$ cat src/pmr_cfg.svh
// Register map, field positions, reset values and timing for the management registers
`ifndef PMR_CFG_SVH
`define PMR_CFG_SVH

`define PMR_AW              5
`define PMR_DW              16
`define PMR_PAGE_W          8

`define PMR_PAGE_COPPER     8'h00
`define PMR_PAGE_FIBER      8'h01

`define PMR_REG_FIB_CTL     5'h00
`define PMR_REG_FIB_MODE    5'h10
`define PMR_REG_CTL2        5'h14
`define PMR_REG_RX_ERR      5'h15
`define PMR_REG_PAGE        5'h16
`define PMR_REG_GLB_IRQ     5'h17
`define PMR_REG_IRQ_STS     5'h1A
`define PMR_REG_IRQ_MSK     5'h1B

`define PMR_CTL2_GAP_KEEP   6
`define PMR_CTL2_RST        16'h0020

`define PMR_FC_RESET        15
`define PMR_FC_LOOPBACK     14
`define PMR_FC_SPD_LSB      13
`define PMR_FC_SPD_MSB      6
`define PMR_SPD_MSB_RST     1'b1
`define PMR_SPD_LSB_RST     1'b0

`define PMR_MODE_RST        2'h0

`define PMR_IRQ_W           4
`define PMR_IRQ_RX_ERR      0
`define PMR_IRQ_CNT_SAT     1
`define PMR_IRQ_GAP_BREAK   2
`define PMR_IRQ_FRST_DONE   3

`define PMR_CNT_MAX         16'hFFFF

`define PMR_CLK_MHZ         50
`define PMR_FRST_NS         80
`define PMR_FRST_CYCLES     ((`PMR_FRST_NS * `PMR_CLK_MHZ + 999) / 1000)

`endif

$ cat src/pmr_pkg.sv
// Types shared by the management register bank
package pmr_pkg;

   typedef enum logic [3:0] {
      PMR_MODE_100FX  = 4'h1,
      PMR_MODE_1000X  = 4'h2,
      PMR_MODE_LINK   = 4'h4,
      PMR_MODE_SW     = 4'h8
   } pmr_fmode_e;

   typedef enum logic [1:0] {
      PMR_FR_IDLE = 2'b01,
      PMR_FR_BUSY = 2'b10
   } pmr_frst_e;

   typedef logic [15:0] pmr_word_t;

endpackage

$ cat src/pmr_cnt_if.sv
// Request and count signals between the register bank and its error counter
`timescale 1ns/1ns
`default_nettype none

interface pmr_cnt_if;
   logic        inc;
   logic        clr;
   logic [15:0] cnt;

   modport owner (input inc, input clr, output cnt);
   modport user  (output inc, output clr, input cnt);
endinterface

`default_nettype wire

$ cat src/pmr_err_cnt.sv
// Saturating receive error counter with clear on read
`timescale 1ns/1ns
`default_nettype none

module pmr_err_cnt
   import pmr_pkg::*;
#(
   parameter int W = 16
) (
   input  wire logic core_clk_i,
   input  wire logic nrst_i,
   pmr_cnt_if.owner  c
);

   localparam logic [W-1:0] MAX = {W{1'b1}};

   logic [W-1:0] cnt_q;

   if (W != 16) begin : g_bad_width
      $error("pmr_err_cnt: the count register is 16 bits wide");
   end

   // Increment in the read cycle wins: the new count starts at one
   always_ff @(posedge core_clk_i or negedge nrst_i) begin
      if (!nrst_i) begin
         cnt_q <= '0;
      end else if (c.clr) begin
         cnt_q <= c.inc ? W'(1) : '0;
      end else if (c.inc && cnt_q != MAX) begin
         cnt_q <= cnt_q + W'(1);
      end
   end

   assign c.cnt = cnt_q;
endmodule

`default_nettype wire

$ cat src/pmr_regs.sv
// Management register bank: copper control, error count, page, interrupts, fiber control
//
// Implementation choice: the plain strobed port.
`timescale 1ns/1ns
`default_nettype none
`include "pmr_cfg.svh"

// Overview of operation
// - Gap-break bit clear drops slow copper link on short gaps; set keeps it.
// - Each of four bits inverts transmit polarity of its own media pair.
// - Receive error count is 16 bits and sticks at its maximum.
// - False carrier and symbol errors both advance the count.
// - Eight-bit page number at a fixed address selects page; top byte reads zero.
// - Global interrupt bit 0 shows an active port interrupt; other bits zero.
// - Writing fiber reset resets fiber machines; bit clears itself when finished.
// - Fiber reset starts at once on the write.
// - Fiber loopback returns transmit data to receive and breaks the fiber link.
// - Loopback runs gigabit in gigabit mode and 100 Mbps in 100 Mbps mode.
// - Speed low bit reads 1 in mode 00 and 0 in mode 01.
// - Mode 10 low bit follows a 100 Mbps link; mode 11 it is writable.
// - Speed high bit 0 in mode 00, 1 in 01, gigabit link in 10, writable in 11.
module pmr_regs
   import pmr_pkg::*;
#(
   parameter int FRST_CYCLES = `PMR_FRST_CYCLES
) (
   input  wire logic        core_clk_i,
   input  wire logic        nrst_i,
   input  wire logic        sw_rst_i,
   input  wire logic [4:0]  reg_addr_i,
   input  wire logic [15:0] reg_wdata_i,
   input  wire logic        reg_wr_i,
   input  wire logic        reg_rd_i,
   output logic      [15:0] reg_rdata_o,
   input  wire logic        false_carrier_i,
   input  wire logic        symbol_error_i,
   input  wire logic        short_ipg_i,
   input  wire logic        copper_slow_i,
   input  wire logic        link_at_100_i,
   input  wire logic        link_at_1000_i,
   output logic      [3:0]  tx_pol_inv_o,
   output logic             link_break_o,
   output logic             fiber_sm_rst_o,
   output logic             fiber_loopback_o,
   output logic             fiber_link_break_o,
   output logic             loopback_gig_o,
   output logic             irq_o
);

   if (FRST_CYCLES < 1 || FRST_CYCLES > 15) begin : g_bad_frst
      $error("pmr_regs: fiber reset length must be 1 to 15 cycles");
   end

   pmr_cnt_if cnt_if ();

   pmr_err_cnt #(
      .W (16)
   ) u_err_cnt (
      .core_clk_i (core_clk_i),
      .nrst_i     (nrst_i),
      .c          (cnt_if)
   );

   pmr_word_t                 ctl2_q;
   logic [`PMR_PAGE_W-1:0]    page_q;
   logic [1:0]                mode_q;
   logic                      lb_q;
   logic                      spd_msb_q;
   logic                      spd_lsb_q;
   logic [`PMR_IRQ_W-1:0]     sts_q;
   logic [`PMR_IRQ_W-1:0]     sts_d;
   logic [`PMR_IRQ_W-1:0]     msk_q;
   logic [`PMR_IRQ_W-1:0]     evt;
   pmr_frst_e                 frst_q;
   logic [3:0]                frst_cnt_q;
   logic                      frst_done;
   pmr_word_t                 rd_d;
   pmr_word_t                 rdata_q;
   logic                      break_q;
   logic                      gig_q;
   logic                      irq_q;
   pmr_fmode_e                fmode;
   logic                      spd_msb;
   logic                      spd_lsb;

   logic pg_cu;
   logic pg_fb;
   logic hit_ctl2;
   logic hit_cnt;
   logic hit_page;
   logic hit_glb;
   logic hit_sts;
   logic hit_msk;
   logic hit_fctl;
   logic hit_mode;
   logic frst_req;

   // Page register sits at one address on every page
   assign pg_cu    = page_q == `PMR_PAGE_COPPER;
   assign pg_fb    = page_q == `PMR_PAGE_FIBER;
   assign hit_page = reg_addr_i == `PMR_REG_PAGE;
   assign hit_ctl2 = pg_cu && reg_addr_i == `PMR_REG_CTL2;
   assign hit_cnt  = pg_cu && reg_addr_i == `PMR_REG_RX_ERR;
   assign hit_glb  = pg_cu && reg_addr_i == `PMR_REG_GLB_IRQ;
   assign hit_sts  = pg_cu && reg_addr_i == `PMR_REG_IRQ_STS;
   assign hit_msk  = pg_cu && reg_addr_i == `PMR_REG_IRQ_MSK;
   assign hit_fctl = pg_fb && reg_addr_i == `PMR_REG_FIB_CTL;
   assign hit_mode = pg_fb && reg_addr_i == `PMR_REG_FIB_MODE;
   assign frst_req = reg_wr_i && hit_fctl && reg_wdata_i[`PMR_FC_RESET];

   // Copper control two; reserved bits keep what the host writes
   always_ff @(posedge core_clk_i or negedge nrst_i) begin
      if (!nrst_i) begin
         ctl2_q <= `PMR_CTL2_RST;
      end else if (reg_wr_i && hit_ctl2) begin
         ctl2_q <= reg_wdata_i;
      end
   end

   always_ff @(posedge core_clk_i or negedge nrst_i) begin
      if (!nrst_i) begin
         tx_pol_inv_o <= 4'h0;
      end else begin
         tx_pol_inv_o <= (reg_wr_i && hit_ctl2) ? reg_wdata_i[3:0] : ctl2_q[3:0];
      end
   end

   // Short gaps only matter on 10 and 100 Mbps copper
   always_ff @(posedge core_clk_i or negedge nrst_i) begin
      if (!nrst_i) begin
         break_q <= 1'b0;
      end else begin
         break_q <= short_ipg_i && copper_slow_i && !ctl2_q[`PMR_CTL2_GAP_KEEP];
      end
   end

   assign link_break_o = break_q;

   // Both error kinds feed one counter
   assign cnt_if.inc = false_carrier_i || symbol_error_i;
   assign cnt_if.clr = reg_rd_i && hit_cnt;

   always_ff @(posedge core_clk_i or negedge nrst_i) begin
      if (!nrst_i) begin
         page_q <= `PMR_PAGE_COPPER;
      end else if (reg_wr_i && hit_page) begin
         page_q <= reg_wdata_i[7:0];
      end
   end

   always_ff @(posedge core_clk_i or negedge nrst_i) begin
      if (!nrst_i) begin
         mode_q <= `PMR_MODE_RST;
      end else if (reg_wr_i && hit_mode) begin
         mode_q <= reg_wdata_i[1:0];
      end
   end

   always_comb begin
      unique case (mode_q)
         2'b00:   fmode = PMR_MODE_100FX;
         2'b01:   fmode = PMR_MODE_1000X;
         2'b10:   fmode = PMR_MODE_LINK;
         default: fmode = PMR_MODE_SW;
      endcase
   end

   // Pair 10 gigabit, 01 hundred, 00 ten
   always_comb begin
      unique case (fmode)
         PMR_MODE_100FX: begin
            spd_msb = 1'b0;
            spd_lsb = 1'b1;
         end
         PMR_MODE_1000X: begin
            spd_msb = 1'b1;
            spd_lsb = 1'b0;
         end
         PMR_MODE_LINK: begin
            spd_msb = link_at_1000_i;
            spd_lsb = link_at_100_i;
         end
         default: begin
            spd_msb = spd_msb_q;
            spd_lsb = spd_lsb_q;
         end
      endcase
   end

   // Stored speed bits only take writes in the host-owned mode
   always_ff @(posedge core_clk_i or negedge nrst_i) begin
      if (!nrst_i) begin
         spd_msb_q <= `PMR_SPD_MSB_RST;
         spd_lsb_q <= `PMR_SPD_LSB_RST;
      end else if (reg_wr_i && hit_fctl && fmode == PMR_MODE_SW) begin
         spd_msb_q <= reg_wdata_i[`PMR_FC_SPD_MSB];
         spd_lsb_q <= reg_wdata_i[`PMR_FC_SPD_LSB];
      end
   end

   // Fiber reset acts in the write cycle itself, not at a later event
   always_ff @(posedge core_clk_i or negedge nrst_i) begin
      if (!nrst_i) begin
         frst_q     <= PMR_FR_IDLE;
         frst_cnt_q <= 4'h0;
      end else begin
         unique case (frst_q)
            PMR_FR_IDLE: begin
               if (frst_req) begin
                  frst_q     <= PMR_FR_BUSY;
                  frst_cnt_q <= 4'h0;
               end
            end
            PMR_FR_BUSY: begin
               if (frst_req) begin
                  frst_cnt_q <= 4'h0;
               end else if (frst_cnt_q == 4'(FRST_CYCLES - 1)) begin
                  frst_q <= PMR_FR_IDLE;
               end else begin
                  frst_cnt_q <= frst_cnt_q + 4'h1;
               end
            end
            default: begin
               frst_q <= PMR_FR_IDLE;
            end
         endcase
      end
   end

   assign frst_done      = frst_q == PMR_FR_BUSY && !frst_req
                           && frst_cnt_q == 4'(FRST_CYCLES - 1);
   // One-hot busy code bit is the reset output itself
   assign fiber_sm_rst_o = frst_q[1];

   // A fiber or software reset drops loopback
   always_ff @(posedge core_clk_i or negedge nrst_i) begin
      if (!nrst_i) begin
         lb_q <= 1'b0;
      end else if (sw_rst_i || frst_req) begin
         lb_q <= 1'b0;
      end else if (reg_wr_i && hit_fctl) begin
         lb_q <= reg_wdata_i[`PMR_FC_LOOPBACK];
      end
   end

   assign fiber_loopback_o   = lb_q;
   assign fiber_link_break_o = lb_q;

   always_ff @(posedge core_clk_i or negedge nrst_i) begin
      if (!nrst_i) begin
         gig_q <= 1'b0;
      end else begin
         gig_q <= spd_msb;
      end
   end

   assign loopback_gig_o = gig_q;

   // Sticky events; a new event beats the clear of a status read
   assign evt[`PMR_IRQ_RX_ERR]     = cnt_if.inc;
   assign evt[`PMR_IRQ_CNT_SAT]    = cnt_if.inc && !cnt_if.clr
                                     && cnt_if.cnt == `PMR_CNT_MAX - 16'h1;
   assign evt[`PMR_IRQ_GAP_BREAK]  = break_q;
   assign evt[`PMR_IRQ_FRST_DONE]  = frst_done;

   always_comb begin
      sts_d = (reg_rd_i && hit_sts) ? '0 : sts_q;
      sts_d = sts_d | evt;
   end

   always_ff @(posedge core_clk_i or negedge nrst_i) begin
      if (!nrst_i) begin
         sts_q <= '0;
         msk_q <= '0;
      end else begin
         sts_q <= sts_d;
         if (reg_wr_i && hit_msk) begin
            msk_q <= reg_wdata_i[`PMR_IRQ_W-1:0];
         end
      end
   end

   always_ff @(posedge core_clk_i or negedge nrst_i) begin
      if (!nrst_i) begin
         irq_q <= 1'b0;
      end else begin
         irq_q <= |(sts_q & msk_q);
      end
   end

   assign irq_o = irq_q;

   // Read mux; unmapped addresses read zero
   always_comb begin
      rd_d = '0;
      if (hit_page) begin
         rd_d[7:0] = page_q;
      end else if (hit_ctl2) begin
         rd_d = ctl2_q;
      end else if (hit_cnt) begin
         rd_d = cnt_if.cnt;
      end else if (hit_glb) begin
         rd_d[0] = irq_q;
      end else if (hit_sts) begin
         rd_d[`PMR_IRQ_W-1:0] = sts_q;
      end else if (hit_msk) begin
         rd_d[`PMR_IRQ_W-1:0] = msk_q;
      end else if (hit_fctl) begin
         rd_d[`PMR_FC_RESET]    = frst_q == PMR_FR_BUSY;
         rd_d[`PMR_FC_LOOPBACK] = lb_q;
         rd_d[`PMR_FC_SPD_LSB]  = spd_lsb;
         rd_d[`PMR_FC_SPD_MSB]  = spd_msb;
      end else if (hit_mode) begin
         rd_d[1:0] = mode_q;
      end
   end

   // Data stand only in the cycle after the read strobe
   always_ff @(posedge core_clk_i or negedge nrst_i) begin
      if (!nrst_i) begin
         rdata_q <= '0;
      end else begin
         rdata_q <= reg_rd_i ? rd_d : '0;
      end
   end

   assign reg_rdata_o = rdata_q;
endmodule

`default_nettype wire

$ cat config.mk
export PLATFORM = sky130hd
export DESIGN_NAME = pmr_regs
export DESIGN_NICKNAME = d
export VERILOG_FILES = /design/src/pmr_pkg.sv /design/src/pmr_cnt_if.sv /design/src/pmr_err_cnt.sv /design/src/pmr_regs.sv
export VERILOG_INCLUDE_DIRS = /design/src /design/src/src
export SDC_FILE = /design/constraint.sdc
export NUM_CORES = 1
export LEC_CHECK = 0
export BUFFER_PORTS_ARGS = -buffer_cell sky130_fd_sc_hd__buf_2
export CORE_MARGIN = 2
export CORE_UTILIZATION = 41
export DETAILED_ROUTE_END_ITERATION = 10
export PLACE_DENSITY_LB_ADDON = 0.3
export SYNTH_ARGS = -nofsm -noshare
export SYNTH_HDL_FRONTEND = slang
export SYNTH_SLANG_ARGS = --single-unit
$ cat constraint.sdc
create_clock -name core_clk_i -period 2.3 [get_ports core_clk_i]
set_input_delay 0.46 -clock core_clk_i [delete_from_list [all_inputs] [get_ports core_clk_i]]
set_output_delay 0.46 -clock core_clk_i [all_outputs]
set_load 0.01 [all_outputs]
# Word level (Yosys, flattened, before mapping)
# Index checks and enable logic that the tools add are counted.
# Widths: inputs -> output; s select.
# classes
muxes	42
eq_ne	23
n_reduce_logical	37
add_sub_neg	2
bitwise_logic	2
# op_table
operator	count
$mux 16	4
$eq 5x5->1 const B	7
$mux 4	7
$logic_and 1x1->1	23
$mux 3	6
$add 16x1->16 const B	1
$eq 16x16->1 const B	1
$mux 2	8
$mux 8	2
$ne 16x16->1 const B	1
$pmux 4 s3	1
$mux 1	9
$eq 4x2->1 const B	2
$eq 8x1->1 const B	1
$logic_not 8->1	1
$pmux 4 s2	1
$mux 6	1
$ne 2x2->1 const B	3
$pmux 1 s3	2
$reduce_and 3->1	2
$reduce_bool 2->1	3
$logic_not 5->1	1
$add 4x1->4 const B	1
$and 4x4->4	1
other kinds (12)	17
# word_totals
reg_bits	82
in_bits	32

# Depth between registers and ports, before layout
# depth
word_depth	12
depth_mapped	8

# Modules after synthesis
# A second synthesis with hierarchy kept.
# hier_totals
hier_cells	364
hier_area_um2	4075.2
# by_module_without_submodules
module	area_each_um2	instances	cells_per_inst
pmr_regs	3115.5	1	262
pmr_err_cnt	959.7	1	102

# Worst setup path after synthesis
# No wires, ideal clock.
# synth_path
path_kind	in2reg
from	input port reg_addr_i[0]
to	register spd_lsb_q
slack_ps	52
setup_time_ps	125
t_arrival_ps	2123
stages	7
n_path_buf	2
cell_sequence	buf_2 > or4b_1 > nor4_4 > and2b_1 > buf_6 > nand4_4 > mux2_4
# synth_between
elab_chain_cells	4
# synth_rtl
element	line	text
start: declaration	pmr_regs.sv:30	input wire logic [4:0] reg_addr_i,
$logic_not 5->1 (no line)	-	
$logic_and 1x1->1 (no line)	-	
$logic_and 1x1->1 (2 in a row)	pmr_regs.sv:195	end else if (reg_wr_i && hit_fctl && fmode == PMR_MODE_SW) begin
end signal: assignment	pmr_regs.sv:194	spd_lsb_q <= `PMR_SPD_LSB_RST;
end signal: assignment	pmr_regs.sv:197	spd_lsb_q <= reg_wdata_i[`PMR_FC_SPD_LSB];
end: declaration	pmr_regs.sv:69	logic spd_lsb_q;
# No other way between the ends.
# A chain may end at the register's enable or synchronous reset.

# Final worst setup path
# layout_path
from	register page_q[1]
to	register rdata_q[3] (netlist: reg_rdata_o[3])
# layout_between
elab_chain_cells	9
elab_cells_between_ends	13
classes_between	mux: 7; reduce/logical: 6
# layout_rtl
element	line	text
start: declaration	pmr_regs.sv:65	logic [`PMR_PAGE_W-1:0] page_q;
start signal: assignment	pmr_regs.sv:145	page_q <= `PMR_PAGE_COPPER;
start signal: assignment	pmr_regs.sv:147	page_q <= reg_wdata_i[7:0];
$logic_not 8->1 (no line) *	-	
$logic_and 1x1->1 (no line)	-	
$mux 2	pmr_regs.sv:306	end else if (hit_msk) begin
$mux 4	pmr_regs.sv:304	end else if (hit_sts) begin
$mux 3	pmr_regs.sv:302	end else if (hit_glb) begin
$mux 4	pmr_regs.sv:300	end else if (hit_cnt) begin
$mux 16 *	pmr_regs.sv:298	end else if (hit_ctl2) begin
$mux 8 *	pmr_regs.sv:296	if (hit_page) begin
$mux 16 *	pmr_regs.sv:323	rdata_q <= reg_rd_i ? rd_d : '0;
end signal: assignment	pmr_regs.sv:323	
end: declaration	pmr_regs.sv:78	pmr_word_t rdata_q;
# Mark *: on every way between the ends. The rest lies on a longest branch, timed or not.

==> reports/results.txt <==
Yosys top cell area share: 0.504
Clock power frac: 0.290
Ports: 58
area grow syn2layout: 19.5%
CP cell instances: or3_2, nor4_4, and2_1, buf_4, nand2_1, a31oi_1
RePlAce Congestion: 0.908
most common cell after layout, fill and taps aside: dfrtp_1
Clock Sinks: 82
post-synthesis sequential area ratio: 0.524
Worst slew margin: 0.609
Initial Utilization: 0.423
Setup crit start kind: flip-flop
RSZ-0062 raised after global routing: no
Setup TNS: 0 ns
Clock Pin Slew Worst Setup and Hold Paths: 0.09 ns
Total Routed Length: 8910 µm
Async S/R FF share, synth: 1.00
syn_nets: 377
MaxCap Viol Count: 0
Mapped Cells: 342
Synth area leader: dfrtp_1
via count: 2934
count of cell types in the netlist: 58
Die H: 102 µm
DR vias/cell: 5.29
total iterations of the first detailed-routing run: 4
DRC viols: 0
mean post-synth cell area: 11.5 µm²
layout cell share with drive strength beyond 1: 0.352
top_reg_cell synth: dfrtp_1
number of global-route vias before repair: 2930
Pins Over Slew Limit: 0
power per cell area: 734 nW/µm²
CP Capture Type: flip-flop
Yosys reg bits: 82
Max clock buf depth: 2
Routed WL per cell: 16.0 µm
leakage power: 2.19 nW
crit path kind: reg -> reg
die extent in x: 102 µm
Switch Pwr: 0.00101 W
total CTS buffers: 9
grt ovf: 0
GRT Total Usage: 0.185
largest net degree at the start of global routing: 47
number of antenna violations at the first check in global routing: 0
Final Setup Violations: 0
combinational share of power: 0.180
Slew @ Worst Pin: 0.581 ns
Final Critical Period: 2.22 ns
Worst-Skew Late Latency: 0.35 ns
Int Pwr: 0.00244 W
Post-synth EDFFs: 0
htree depth: 3
crit share post-route: 0.967
top cells by area, synth: dfrtp_1, mux2_2, nor2_1
die area: 10400 µm²
Critical Path AT: 2.46 ns
hpwl dp: 6740 µm
Final ANT Viol Nets: 0
clk root buf: clkbuf_8
slowest stage delay, CP: 0.62 ns
Final Skew: 0.0164 ns
area of the mapped netlist: 3930 µm²
most frequent cells in the layout: dfrtp_1, buf_2, mux2_2
CTS tree: done
final total power: 0.00344 W
status: complete, no violations
port bufs: 57
final hold vios: 0
Sw Share: 0.292
Initial DRC Count: 132
Yosys warnings: 0
core area: 9280 µm²
slowest CP cell: or3_2
Max VDD drop: 0.000447 V
# diodes: 0
maximum fanout along the worst path: 7
first-pass GRT wire length: 14800 µm
Required @ worst endpoint: 2.53 ns
highest clock rate: 450 MHz
nets: 456
row cnt: 35
Min-Delay Path Class: in -> reg
Seq pwr share: 0.530
==> power groups by stage <==
stage	Clock, W	Sequential (W)	Combinational (W)
6_report	0.000999	0.00182	0.000620
2_1_floorplan	0	0.00182	0.000397
3_3_place_gp	0	0.00184	0.000611
3_5_place_dp	0	0.00185	0.000626
4_1_cts	0.00104	0.00182	0.000630
5_1_grt	0.00109	0.00185	0.000691
==> synth_stat cells, types with 3 or more instances <==
cell type	count
dfstp_2	3
a21oi_1	7
xnor2_1	8
nor4_4	5
nor3_1	10
nor3b_1	4
o21ai_0	18
mux2_2	33
nor2b_1	4
nor4_1	4
inv_1	5
nand3b_1	3
nand3_1	9
a22oi_1	13
nand2_1	16
a31oi_1	6
dfrtp_1	79
or4_1	3
nand4_1	12
nand2b_1	4
clkbuf_1	6
ha_1	3
xor2_1	3
buf_4	3
a221oi_1	3
buf_2	5
nor2_1	32
==> path summary, 6_finish.rpt <==
check,startpoint,endpoint,slack [ns],cells after the start
worst min register to register,link_break_o,sts_q[2],0.47,1
worst max register to register,page_q[1],reg_rdata_o[3],0.08,6
min in group asynchronous,nrst_i,fiber_link_break_o,0.50,2
max in group asynchronous,nrst_i,frst_q[0],1.19,3
worst max-delay path,page_q[1],reg_rdata_o[3],0.08,6
worst min-delay path,sw_rst_i,fiber_link_break_o,0.24,2
==> flip-flops by register name (all words and copies together) (netlist names) <==
signal / count
irq_o: 1
page_q: 8
fiber_link_break_o: 1
frst_cnt_q: 4
spd_lsb_q: 1
reg_rdata_o: 16
ctl2_q: 16
tx_pol_inv_o: 4
sts_q: 4
msk_q: 4
mode_q: 2
frst_q: 2
u_err_cnt.c.cnt: 16
spd_msb_q: 1
link_break_o: 1
loopback_gig_o: 1
==> what timing repair did <==
item | in CTS | in global routing
hold endpoints to repair | 11 | 0
resized for setup | 0 | 1
setup buffers | 0 | 0
hold buffers | 1 | 0
endpoints found under the setup margin | 0 | 3
==> logic make-up after synthesis <==
logic type               count (synthesis)  synth area share
AND/OR/NAND/NOR                        125             0.199
flip-flops                              82             0.524
AO/OA/AOI/OAI                           62             0.107
multiplexers                            37             0.107
buffers and inverters                   22            0.0293
XOR/XNOR                                11            0.0245
adder cells (fa/ha/maj)                  3           0.00956
==> through the flow <==
step / hold WS (ns) / cells / instance area [µm²] / util / worst slack (ns)
5_1_grt: 0.236 / 555 / 4690 / 0.505 / 0.0118
2_1_floorplan: 0.164 / 342 / 3930 / - / 0.0521
4_1_cts: 0.226 / 555 / 4690 / 0.505 / 0.0267
3_3_place_gp: 0.330 / 538 / 4490 / 0.484 / 0.0825
3_5_place_dp: 0.325 / 538 / 4490 / 0.484 / 0.0596
6_report: 0.244 / 555 / 4690 / 0.505 / 0.0754
==> per-layer routing <==
| layer | global-route usage | part of all wire | wire length [µm] | vias to the layer above |
|---|---|---|---|---|
| met5 | 0 | 0 | 0 | - |
| met4 | 0.0656 | 0.017 | 149 | 0 |
| met3 | 0.0369 | 0.033 | 290 | 15 |
| met2 | 0.304 | 0.49 | 4380 | 59 |
| met1 | 0.244 | 0.46 | 4090 | 1444 |
| li1 | - | - | - | 1416 |
==> critical path, delay by kind of cell (launching register included) <==
family | cells | cell delay (ns)
buf+inv | 1 | 0.17
simple gates | 4 | 1.27
flops | 1 | 0.41
compound gates | 1 | 0.26
==> area by class of cell <==
class | instances | area (µm²)
clock buffers | 11 | 131
clock inverters | 5 | 56.3
fillers | 867 | 4590
inverters | 5 | 18.8
multi-input cells | 238 | 1760
flip-flops and latches | 82 | 2060
well taps | 129 | 161
repair buffers | 85 | 513
No activity file was read; power rests on OpenSTA's default activity.
